===== config.mk =====
export PLATFORM = sky130hd
export DESIGN_NAME = eeprom_boot_status
export DESIGN_NICKNAME = d
export VERILOG_FILES = /design/src/rtl/boot_status_pkg.sv /design/src/rtl/reset_sync.sv /design/src/rtl/eeprom_boot_status.sv
export SDC_FILE = /design/constraint.sdc
export NUM_CORES = 1
export LEC_CHECK = 0
export BUFFER_PORTS_ARGS = -buffer_cell sky130_fd_sc_hd__buf_4
export CAP_MARGIN = 10
export CORE_MARGIN = 2
export CORE_UTILIZATION = 41
export CTS_BUF_LIST = sky130_fd_sc_hd__clkbuf_8
export CTS_CLUSTER_SIZE = 16
export DETAILED_ROUTE_END_ITERATION = 12
export MAX_ROUTING_LAYER = met4
export PLACE_DENSITY = 0.8
export SLEW_MARGIN = 5
export SYNTH_ARGS = -nofsm -noshare
export SYNTH_HDL_FRONTEND = slang
export SYNTH_SLANG_ARGS = --single-unit

===== constraint.sdc =====
create_clock -name sys_clk -period 0.8 [get_ports sys_clk]
set_input_delay 0 -clock sys_clk [delete_from_list [all_inputs] [get_ports sys_clk]]
set_output_delay 0 -clock sys_clk [all_outputs]
set_load 0.03 [all_outputs]

===== src/rtl/boot_status_pkg.sv =====
// Functional notes
// - A failed serial EEPROM read sets the boot_load_failed flag, bit 0 of byte 0214, which holds until reset.
// - The end of the EEPROM read cycle sets the config_load_done flag, bit 0 of byte 0215, which holds until reset.
// - Bit 3 of byte 0215, config_checksum_ok, reads 0 after a CRC failure on a found EEPROM and 1 otherwise.
// - After a CRC failure the host serial port stays locked and register access is refused until hardware reset.
// - Reserved bits, and the whole of byte 0213, are written as zero by the host; this block reads them as zero.
package boot_status_pkg;

    localparam logic [15:0] ADDR_GLOBAL_RSVD = 16'h0213;
    localparam logic [15:0] ADDR_BOOT_FAIL   = 16'h0214;
    localparam logic [15:0] ADDR_LOAD_STATUS = 16'h0215;

    localparam int BIT_BOOT_FAILED = 0;
    localparam int BIT_LOAD_DONE   = 0;
    localparam int BIT_CHECKSUM_OK = 3;

    localparam logic RST_FAILED      = 1'b0;
    localparam logic RST_DONE        = 1'b0;
    localparam logic RST_CHECKSUM_OK = 1'b1;
    localparam logic RST_LOCKED      = 1'b0;

    // Loader events reported by the EEPROM read engine
    typedef struct packed {
        logic read_done;
        logic read_error;
        logic crc_error;
    } loader_event_t;

    // Host register read request and answer
    typedef struct packed {
        logic        rd;
        logic [15:0] addr;
    } reg_req_t;

    typedef struct packed {
        logic       ack;
        logic       refused;
        logic [7:0] data;
    } reg_rsp_t;

    typedef enum logic [1:0] {
        LOAD_IDLE,
        LOAD_BUSY,
        LOAD_DONE
    } load_state_t;

endpackage


===== src/rtl/reset_sync.sv =====
module reset_sync (
    // Clock and raw reset
    input  wire logic sys_clk,
    input  wire logic arst_n,
    // Released reset
    output logic      rst_n
);

    logic meta_r;
    logic sync_r;

    always_ff @(posedge sys_clk or negedge arst_n) begin
        if (!arst_n) begin
            meta_r <= 1'b0;
            sync_r <= 1'b0;
        end else begin
            meta_r <= 1'b1;
            sync_r <= meta_r;
        end
    end

    assign rst_n = sync_r;

endmodule // reset_sync


===== src/rtl/eeprom_boot_status.sv =====
module eeprom_boot_status (
    // Clock and reset; arst_n is the hard_reset_pin
    input  wire logic                          sys_clk,
    input  wire logic                          arst_n,
    // EEPROM read engine
    input  wire boot_status_pkg::loader_event_t load_evt,
    output logic                               load_start,
    // Host register port
    input  wire boot_status_pkg::reg_req_t     reg_req,
    output boot_status_pkg::reg_rsp_t          reg_rsp,
    // Status
    output logic                               port_locked,
    output logic                               boot_load_failed,
    output logic                               config_load_done,
    output logic                               config_checksum_ok
);

    logic rst_n;

    reset_sync u_reset_sync (
        .sys_clk (sys_clk),
        .arst_n  (arst_n),
        .rst_n   (rst_n)
    );

    ////////////////////////////////////////////////////////////////////////////
    // Load sequencing and sticky flags

    boot_status_pkg::load_state_t state_r, state_nxt;
    logic failed_r, failed_nxt;
    logic done_r, done_nxt;
    logic crc_ok_r, crc_ok_nxt;
    logic locked_r, locked_nxt;
    logic start_r, start_nxt;

    always_comb begin
        state_nxt  = state_r;
        failed_nxt = failed_r;
        done_nxt   = done_r;
        crc_ok_nxt = crc_ok_r;
        locked_nxt = locked_r;
        start_nxt  = 1'b0;
        case (state_r)
            boot_status_pkg::LOAD_IDLE: begin
                // A fresh load starts once reset is released
                state_nxt = boot_status_pkg::LOAD_BUSY;
                start_nxt = 1'b1;
            end
            boot_status_pkg::LOAD_BUSY: begin
                if (load_evt.read_error) begin
                    failed_nxt = 1'b1;
                end
                if (load_evt.crc_error) begin
                    crc_ok_nxt = 1'b0;
                    locked_nxt = 1'b1;
                end
                if (load_evt.read_done) begin
                    done_nxt  = 1'b1;
                    state_nxt = boot_status_pkg::LOAD_DONE;
                end
            end
            boot_status_pkg::LOAD_DONE: begin
                // Flags are frozen; only reset leaves this state
                state_nxt = boot_status_pkg::LOAD_DONE;
            end
            default: state_nxt = boot_status_pkg::LOAD_IDLE;
        endcase
    end

    always_ff @(posedge sys_clk or negedge rst_n) begin
        if (!rst_n) begin
            state_r  <= boot_status_pkg::LOAD_IDLE;
            failed_r <= boot_status_pkg::RST_FAILED;
            done_r   <= boot_status_pkg::RST_DONE;
            crc_ok_r <= boot_status_pkg::RST_CHECKSUM_OK;
            locked_r <= boot_status_pkg::RST_LOCKED;
            start_r  <= 1'b0;
        end else begin
            state_r  <= state_nxt;
            failed_r <= failed_nxt;
            done_r   <= done_nxt;
            crc_ok_r <= crc_ok_nxt;
            locked_r <= locked_nxt;
            start_r  <= start_nxt;
        end
    end

    assign load_start         = start_r;
    assign port_locked        = locked_r;
    assign boot_load_failed   = failed_r;
    assign config_load_done   = done_r;
    assign config_checksum_ok = crc_ok_r;

    ////////////////////////////////////////////////////////////////////////////
    // Register read port

    boot_status_pkg::reg_rsp_t rsp_r, rsp_nxt;

    always_comb begin
        rsp_nxt = '0;
        if (reg_req.rd) begin
            if (locked_r) begin
                // A locked port refuses the read and returns no data
                rsp_nxt.refused = 1'b1;
            end else begin
                rsp_nxt.ack = 1'b1;
                // Reserved bits and unmapped bytes read as zero
                case (reg_req.addr)
                    boot_status_pkg::ADDR_BOOT_FAIL:
                        rsp_nxt.data[boot_status_pkg::BIT_BOOT_FAILED] = failed_r;
                    boot_status_pkg::ADDR_LOAD_STATUS: begin
                        rsp_nxt.data[boot_status_pkg::BIT_LOAD_DONE]   = done_r;
                        rsp_nxt.data[boot_status_pkg::BIT_CHECKSUM_OK] = crc_ok_r;
                    end
                    default: rsp_nxt.data = 8'h00;
                endcase
            end
        end
    end

    always_ff @(posedge sys_clk or negedge rst_n) begin
        if (!rst_n) begin
            rsp_r <= '0;
        end else begin
            rsp_r <= rsp_nxt;
        end
    end

    assign reg_rsp = rsp_r;

    ////////////////////////////////////////////////////////////////////////////
    // Checks

    chk_fail_sticky: assert property (@(posedge sys_clk) disable iff (!rst_n)
        failed_r |=> failed_r) else $error("boot failed flag dropped");

    chk_fail_set: assert property (@(posedge sys_clk) disable iff (!rst_n)
        (state_r == boot_status_pkg::LOAD_BUSY && load_evt.read_error) |=> failed_r)
        else $error("read error not recorded");

    chk_done_sticky: assert property (@(posedge sys_clk) disable iff (!rst_n)
        done_r |=> done_r) else $error("load done flag dropped");

    chk_done_set: assert property (@(posedge sys_clk) disable iff (!rst_n)
        (state_r == boot_status_pkg::LOAD_BUSY && load_evt.read_done) |=> done_r)
        else $error("load done not recorded");

    chk_crc_tracks_lock: assert property (@(posedge sys_clk) disable iff (!rst_n)
        crc_ok_r == !locked_r) else $error("checksum flag and lock disagree");

    chk_lock_refuses: assert property (@(posedge sys_clk) disable iff (!rst_n)
        (locked_r && reg_req.rd) |=> (rsp_r.refused && !rsp_r.ack && rsp_r.data == 8'h00))
        else $error("locked port answered a read");

    chk_rsvd_zero: assert property (@(posedge sys_clk) disable iff (!rst_n)
        (!locked_r && reg_req.rd && reg_req.addr == boot_status_pkg::ADDR_GLOBAL_RSVD)
        |=> (rsp_r.ack && rsp_r.data == 8'h00)) else $error("reserved byte not zero");

    chk_start_after_reset: assert property (@(posedge sys_clk) disable iff (!rst_n)
        $rose(start_r) |-> (!done_r && !failed_r && crc_ok_r && !locked_r) ##1 !start_r)
        else $error("load start not clean");

    ////////////////////////////////////////////////////////////////////////////
    // Cause and freeze checks

    chk_lock_set: assert property (@(posedge sys_clk) disable iff (!rst_n)
        (state_r == boot_status_pkg::LOAD_BUSY && load_evt.crc_error)
        |=> (locked_r && !crc_ok_r))
        else $error("checksum failure not locked");

    chk_lock_sticky: assert property (@(posedge sys_clk) disable iff (!rst_n)
        locked_r |=> locked_r)
        else $error("port lock dropped");

    chk_ok_sticky: assert property (@(posedge sys_clk) disable iff (!rst_n)
        !crc_ok_r |=> !crc_ok_r)
        else $error("checksum flag recovered without reset");

    chk_lock_cause: assert property (@(posedge sys_clk) disable iff (!rst_n)
        $rose(locked_r) |->
        $past(state_r == boot_status_pkg::LOAD_BUSY && load_evt.crc_error))
        else $error("port locked without checksum failure");

    chk_ok_cause: assert property (@(posedge sys_clk) disable iff (!rst_n)
        $fell(crc_ok_r) |->
        $past(state_r == boot_status_pkg::LOAD_BUSY && load_evt.crc_error))
        else $error("checksum flag fell without checksum failure");

    chk_fail_cause: assert property (@(posedge sys_clk) disable iff (!rst_n)
        $rose(failed_r) |->
        $past(state_r == boot_status_pkg::LOAD_BUSY && load_evt.read_error))
        else $error("boot failed flag set without read error");

    chk_done_cause: assert property (@(posedge sys_clk) disable iff (!rst_n)
        $rose(done_r) |->
        $past(state_r == boot_status_pkg::LOAD_BUSY && load_evt.read_done))
        else $error("load done flag set without end of read");

    chk_frozen_done: assert property (@(posedge sys_clk) disable iff (!rst_n)
        (state_r == boot_status_pkg::LOAD_DONE)
        |=> $stable({failed_r, done_r, crc_ok_r, locked_r}))
        else $error("flags moved after the load ended");

    chk_start_idle: assert property (@(posedge sys_clk) disable iff (!rst_n)
        start_r |-> $past(state_r == boot_status_pkg::LOAD_IDLE))
        else $error("load start outside idle");

    chk_state_legal: assert property (@(posedge sys_clk) disable iff (!rst_n)
        state_r inside {boot_status_pkg::LOAD_IDLE, boot_status_pkg::LOAD_BUSY,
                        boot_status_pkg::LOAD_DONE})
        else $error("load state out of range");

    ////////////////////////////////////////////////////////////////////////////
    // Read answer checks

    chk_rsp_exclusive: assert property (@(posedge sys_clk) disable iff (!rst_n)
        !(rsp_r.ack && rsp_r.refused))
        else $error("read both answered and refused");

    chk_rsp_quiet: assert property (@(posedge sys_clk) disable iff (!rst_n)
        !reg_req.rd |=> (!rsp_r.ack && !rsp_r.refused && rsp_r.data == 8'h00))
        else $error("answer without a read");

    chk_ack_open: assert property (@(posedge sys_clk) disable iff (!rst_n)
        (!locked_r && reg_req.rd) |=> rsp_r.ack)
        else $error("open port did not answer");

    chk_fail_bit: assert property (@(posedge sys_clk) disable iff (!rst_n)
        (!locked_r && reg_req.rd && reg_req.addr == boot_status_pkg::ADDR_BOOT_FAIL)
        |=> (rsp_r.data[boot_status_pkg::BIT_BOOT_FAILED] == $past(failed_r)))
        else $error("boot failed bit misreported");

    chk_status_bits: assert property (@(posedge sys_clk) disable iff (!rst_n)
        (!locked_r && reg_req.rd && reg_req.addr == boot_status_pkg::ADDR_LOAD_STATUS)
        |=> (rsp_r.data[boot_status_pkg::BIT_LOAD_DONE] == $past(done_r)
             && rsp_r.data[boot_status_pkg::BIT_CHECKSUM_OK] == $past(crc_ok_r)))
        else $error("load status bits misreported");

endmodule // eeprom_boot_status


==> results.yml, run 1 <==
cts:
  clk_pin_slew_ns: 0.06
  clock_sinks: 13
  tritoncts: "yes"
  cts-buffers-inserted: 3
  root_buffer: "clkbuf_8"
  clock_latency_ns: 0.25
  clock_path_buffers: 2
  htree_num_levels: 1
hold_path:
  min_delay_path_depth: 3
  hold_class: "in2reg"
  hold_path_end: "reg_rsp[3]$_DFF_PN0_"
  hold_start: "reg_req[0]"
finish:
  drive_above_1_share_pct: 62.2
  final_cell_mix: "buf_4, dfrtp_1, conb_1, buf_6, dlygate4sd3_1"
  area_growth_pct: 79.0
  nets: 115
  antenna_cells: 0
  design_area_um2: 992
  final_common_cell: "buf_4"
  utilization_pct: 77.2
pwr:
  power_density_nw_per_um2: 2200
  vdd_drop_max_uv: 1730
  leakagePower_uw: 0.000475
yosys:
  synth_top_family_by_area: "simple AND/OR/NAND/NOR gates"
  synth_compound_area_share_pct: 7.22
  synthAdderAreaFrac_pct: 4.51
  synthCells: 46
  synth_area_per_cell_um2: 12.0
  yosys.area_share.xor_xnor_pct: 0
  synth_simple_gate_area_share_pct: 16.7
  yosysSeqAreaShare_pct: 58.9
  ys_ff_latch: 13
  ys_types: 19
  yosys_warnings: 0
  synth_area_um2: 554
  synth.area.mux_share_pct: 1.81
place:
  place_area_um2: 820
  port_buffers: 30
  globalplace.congestion: 0.653
  dp_hpwl_um: 955
status:
  outcome: "finished, violations left"
  violations: "negative setup slack"
detailed_routing:
  detail-route-antenna-nets: 0
  vias: 490
  highest_layer: "met4"
  wl_met3_um: 106
  drc: 0
  first_pass_iters: 2
  via_per_inst: 4.67
  wl_mm: 1.39
  drt_iter0_markers: 1
  wire_per_inst_um: 13.2
  met1_length_um: 426
  wl_met2_um: 801
critical_path:
  worst_ep_required_time_ns: 0.98
  slowest_stage: "dfrtp_1"
  worstPathArrival_ns: 1.12
  crit_start: "state_r[0]$_DFFE_PN0P_"
  setup.worst_path.start_class: "flip-flop"
  crit_path_max_incr_delay_ns: 0.41
  ff2ff_setup_slack_ns: -0.14
  worstPathMaxFanout: 5
  critPathBufInv: 1
  crit_cells: 3
  critical_path_class: "reg2reg"
  r2r_cells: 3
  crit_family: "flip-flops"
  endpoint_kind: "flip-flop"
  reg2reg_from: "state_r[0]$_DFFE_PN0P_"
  rr_endpoint: "config_checksum_ok$_DFFE_PN1P_"
  crit_chain: "ha_4 > buf_4 > a21boi_2"
floorplan:
  io-pin-count: 37
  core_region_area_um2: 1280
  fp.dieW_um: 40.8
  die_h_um: 40.8
  rows: 13
  initial_core_util_pct: 43.1
  die_area_um2: 1660
global_route:
  overflow: 0
  grt_pass1_wl_mm: 1.95
  grt_pass1_vias: 485
  grt_max_degree: 12
  grt_use_total_pct: 21.2
  antenna_found_initial: 0
timing:
  period_share_pct: 118
  slew_violations: 0
  finalClockSkew_ns: 0.00314
  hold_ws_ns: 0.0224
  hold_violations: 0
  fin_crit_ns: 0.943
  fmax_ghz: 1.06
  setup_violations: 11
  rsz0062_at_grt: "yes"
  setup_ws_ns: -0.143
flow_run:
  drv_cap: 0
## Yosys cell counts
library cell	number	area (um^2)
a21boi_0	1	7.51
a21o_1	3	22.5
and2_1	1	6.26
buf_4	6	45.0
conb_1	2	7.51
dfrtp_1	12	300
dfstp_2	1	26.3
ha_1	2	25.0
inv_1	2	7.51
mux2i_1	1	10.0
nand2_1	4	15.0
nand2b_1	1	6.26
nand3_1	1	5.00
nor2b_1	1	6.26
nor3_1	2	10.0
nor3b_1	1	7.51
nor4_1	1	6.26
nor4b_2	2	30.0
o21ai_0	2	10.0
## timing repair
action | in CTS | in global routing
buffers inserted | 3 | 0
pin swaps | 1 | 0
resized for setup | 10 | 5
hold endpoints to repair | 7 | 0
setup endpoints to repair | 12 | 14
hold buffers | 5 | 0
## tightest hold or removal path: cells and delay by family
family / cells / cell delay [ns]
buf+inv: 1 / 0.12
simple gates: 2 / 0.11
## flip-flops by register name (all words and copies together), names as in the netlist
register	count
boot_load_failed	1
config_checksum_ok	1
config_load_done	1
load_start	1
port_locked	1
reg_rsp	4
state_r	2
u_reset_sync.meta_r	1
u_reset_sync.rst_n	1
## worst max path at each step
stage                                endpoint
2_1_floorplan            reg_rsp[0]$_DFF_PN0_
3_3_place_gp           state_r[0]$_DFFE_PN0P_
3_5_place_dp             reg_rsp[0]$_DFF_PN0_
4_1_cts                    config_checksum_ok
5_1_grt                state_r[1]$_DFFE_PN0P_
6_report       config_checksum_ok$_DFFE_PN1P_
## cell families after synthesis
family	count (synthesis)
AND/OR/NAND/NOR	14
flip-flops	13
buffers and inverters	8
AO/OA/AOI/OAI	6
adder cells (fa/ha/maj)	2
other	2
multiplexers	1
## layer usage
metal	track usage [%]	vias to the layer above
li1	-	229
met4	17.5	0
met5	-	-
met3	8.15	5
met2	35.7	23
met1	18.4	233
## final cells by class
cell class | count | area (um^2)
Clock buffer | 3 | 41.3
Clock inverter | 1 | 5.00
Fill cell | 89 | 293
Inverter | 2 | 7.51
Multi-Input combinational cell | 30 | 249
Sequential cell | 13 | 328
Tap cell | 15 | 18.8
Timing Repair Buffer | 41 | 343
## report_power, final
group | total, uW | internal, uW | switching [uW]
sequential | 821 | 756 | 65.2
clock | 596 | 345 | 251
combinational | 761 | 387 | 375
total | 2180 | 1490 | 691
## through the flow
step                total power [uW]  setup slack [ns]  cells  TNS [ns]
floorplan                       1230            -0.141     51    -0.548
global placement                1450            -0.113     93    -0.534
detailed placement              1470            -0.174     93    -0.781
CTS                             2150            -0.136    105    -0.936
global route                    2310            -0.191    105     -1.37
finish                          2180            -0.143    105     -1.04
Note: power is estimated with default switching activity, not from simulation.
==> run 2: changes to the inputs <==
--- a/config.mk
+++ b/config.mk
@@ -14,6 +14,7 @@
 export DETAILED_ROUTE_END_ITERATION = 12
 export MAX_ROUTING_LAYER = met4
 export PLACE_DENSITY = 0.8
+export RECOVER_POWER = 50
 export SLEW_MARGIN = 5
 export SYNTH_ARGS = -nofsm -noshare
 export SYNTH_HDL_FRONTEND = slang
==> run 2 against run 1 <==
The flow still finishes with violations (negative setup slack). Maximum frequency is the same. Flip-flop and latch count stayed put. Via count stayed put. Register-to-register slack barely moved. Critical endpoint unchanged.
==> results.yml, run 2 (synthesis gave the netlist of run 1 again) <==
critical_path:
  r2r_cells: 3
  ff2ff_setup_slack_ns: -0.14
  reg2reg_from: "state_r[0]$_DFFE_PN0P_"
  crit_path_max_incr_delay_ns: 0.41
  endpoint_kind: "flip-flop"
  rr_endpoint: "config_checksum_ok$_DFFE_PN1P_"
  worstPathArrival_ns: 1.12
  critPathBufInv: 1
  worstPathMaxFanout: 5
  setup.worst_path.start_class: "flip-flop"
  crit_chain: "ha_4 > buf_4 > a21boi_2"
  critical_path_class: "reg2reg"
  crit_cells: 3
  slowest_stage: "dfrtp_1"
  worst_ep_required_time_ns: 0.98
  crit_family: "flip-flops"
floorplan:
  die_h_um: 40.8
  die_area_um2: 1660
  initial_core_util_pct: 43.1
  io-pin-count: 37
  fp.dieW_um: 40.8
  rows: 13
  core_region_area_um2: 1280
finish:
  drive_above_1_share_pct: 61.1
  final_common_cell: "buf_4"
  largest_reg_flops: 4
  area_growth_pct: 78.3
  final_cell_mix: "buf_4, dfrtp_1, conb_1, buf_6, dlygate4sd3_1"
  nets: 115
  fillers: 91
  antenna_cells: 0
cts:
  clk_pin_slew_ns: 0.06
  htree_num_levels: 1
  clock_path_buffers: 2
  cts-buffers-inserted: 3
  clock_latency_ns: 0.25
  clock_sinks: 13
  tritoncts: "yes"
  root_buffer: "clkbuf_8"
hold_path:
  hold_path_end: "reg_rsp[3]$_DFF_PN0_"
  min_delay_path_depth: 3
  hold_class: "in2reg"
  hold_start: "reg_req[0]"
timing:
  finalClockSkew_ns: 0.00314
  hold_ws_ns: 0.0224
  fin_tns_setup_ns: -1.04
  hold_violations: 0
  period_share_pct: 118
  fin_crit_ns: 0.943
  setup_violations: 11
  slew_violations: 0
  fmax_ghz: 1.06
  setup_ws_ns: -0.143
  rsz0062_at_grt: "yes"
status:
  outcome: "finished, violations left"
  violations: "negative setup slack"
global_route:
  grt_pass1_wl_mm: 1.95
  overflow: 0
  grt_pass1_vias: 485
  grt_max_degree: 12
  antenna_found_initial: 0
  grt_use_total_pct: 21.2
detailed_routing:
  detail-route-antenna-nets: 0
  via_per_inst: 4.67
  wire_per_inst_um: 13.2
  drt_iter0_markers: 1
  vias: 490
  drc: 0
  first_pass_iters: 2
  wl_mm: 1.38
pwr:
  leakagePower_uw: 0.000471
  vdd_drop_max_uv: 1730
  power_density_nw_per_um2: 2200
place:
  globalplace.congestion: 0.653
  port_buffers: 30
  dp_hpwl_um: 955
flow_run:
  drv_cap: 0
==> run 2: changes by cell type in the layout (fill, tap and decap cells not counted) <==
cell      previous run  this run
buf_4               30        29
clkbuf_1             0         1
==> run 2: report_power, final <==
part | switching (uW) | internal (uW)
registers | 65.1 | 756
logic | 374 | 385
clock network | 251 | 345
==> run 2: worst min-delay path, cell delays in order <==
cell and delay, ns:
buf_4 0.12, nand2_2 0.07, nor3_2 0.04
==> run 2: cell type report <==
class / count / area (um^2) / area share (%)
clock buffer: 3 / 41.3 / 4.18
tap: 15 / 18.8 / 1.90
timing repair buffer: 41 / 339 / 34.3
sequential: 13 / 328 / 33.2
multi-input combinational: 30 / 249 / 25.2
inverter: 2 / 7.51 / 0.759
clock inverter: 1 / 5.00 / 0.506
==> run 2: metrics by stage <==
| step | util, % | setup WS, ns | cells | cell area [um^2] | power [uW] |
|---|---|---|---|---|---|
| global placement | 63.8 | -0.113 | 93 | 820 | 1450 |
| CTS | 76.2 | -0.136 | 105 | 980 | 2150 |
| floorplan | - | -0.141 | 51 | 598 | 1230 |
| global route | 76.9 | -0.191 | 105 | 988 | 2310 |
| finish | 76.9 | -0.143 | 105 | 988 | 2180 |
| detailed placement | 63.8 | -0.174 | 93 | 820 | 1470 |
==> run 2: worst max path at each step <==
stage	startpoint	to	slack, ns
floorplan	port_locked$_DFFE_PN0P_	reg_rsp[0]$_DFF_PN0_	-0.14
global placement	state_r[1]$_DFFE_PN0P_	state_r[0]$_DFFE_PN0P_	-0.11
detailed placement	port_locked$_DFFE_PN0P_	reg_rsp[0]$_DFF_PN0_	-0.17
CTS	config_checksum_ok$_DFFE_PN1P_	config_checksum_ok	-0.14
global route	state_r[0]$_DFFE_PN0P_	state_r[1]$_DFFE_PN0P_	-0.19
finish	state_r[0]$_DFFE_PN0P_	config_checksum_ok$_DFFE_PN1P_	-0.14
==> run 2: layer usage <==
layer  global-route usage, %  wire, um
met4                    17.5        53
met5                       -         0
met1                    18.4       427
met2                    35.7       801
met3                    8.15       102
==> run 2: timing repair <==
action                                 CTS  global route
setup endpoints to repair               12            14
pin swaps                                1             0
hold buffers                             5             0
endpoints found under the hold margin    7             0
cloned                                   0             0
gates resized for setup                 10             5
buffers inserted                         3             0
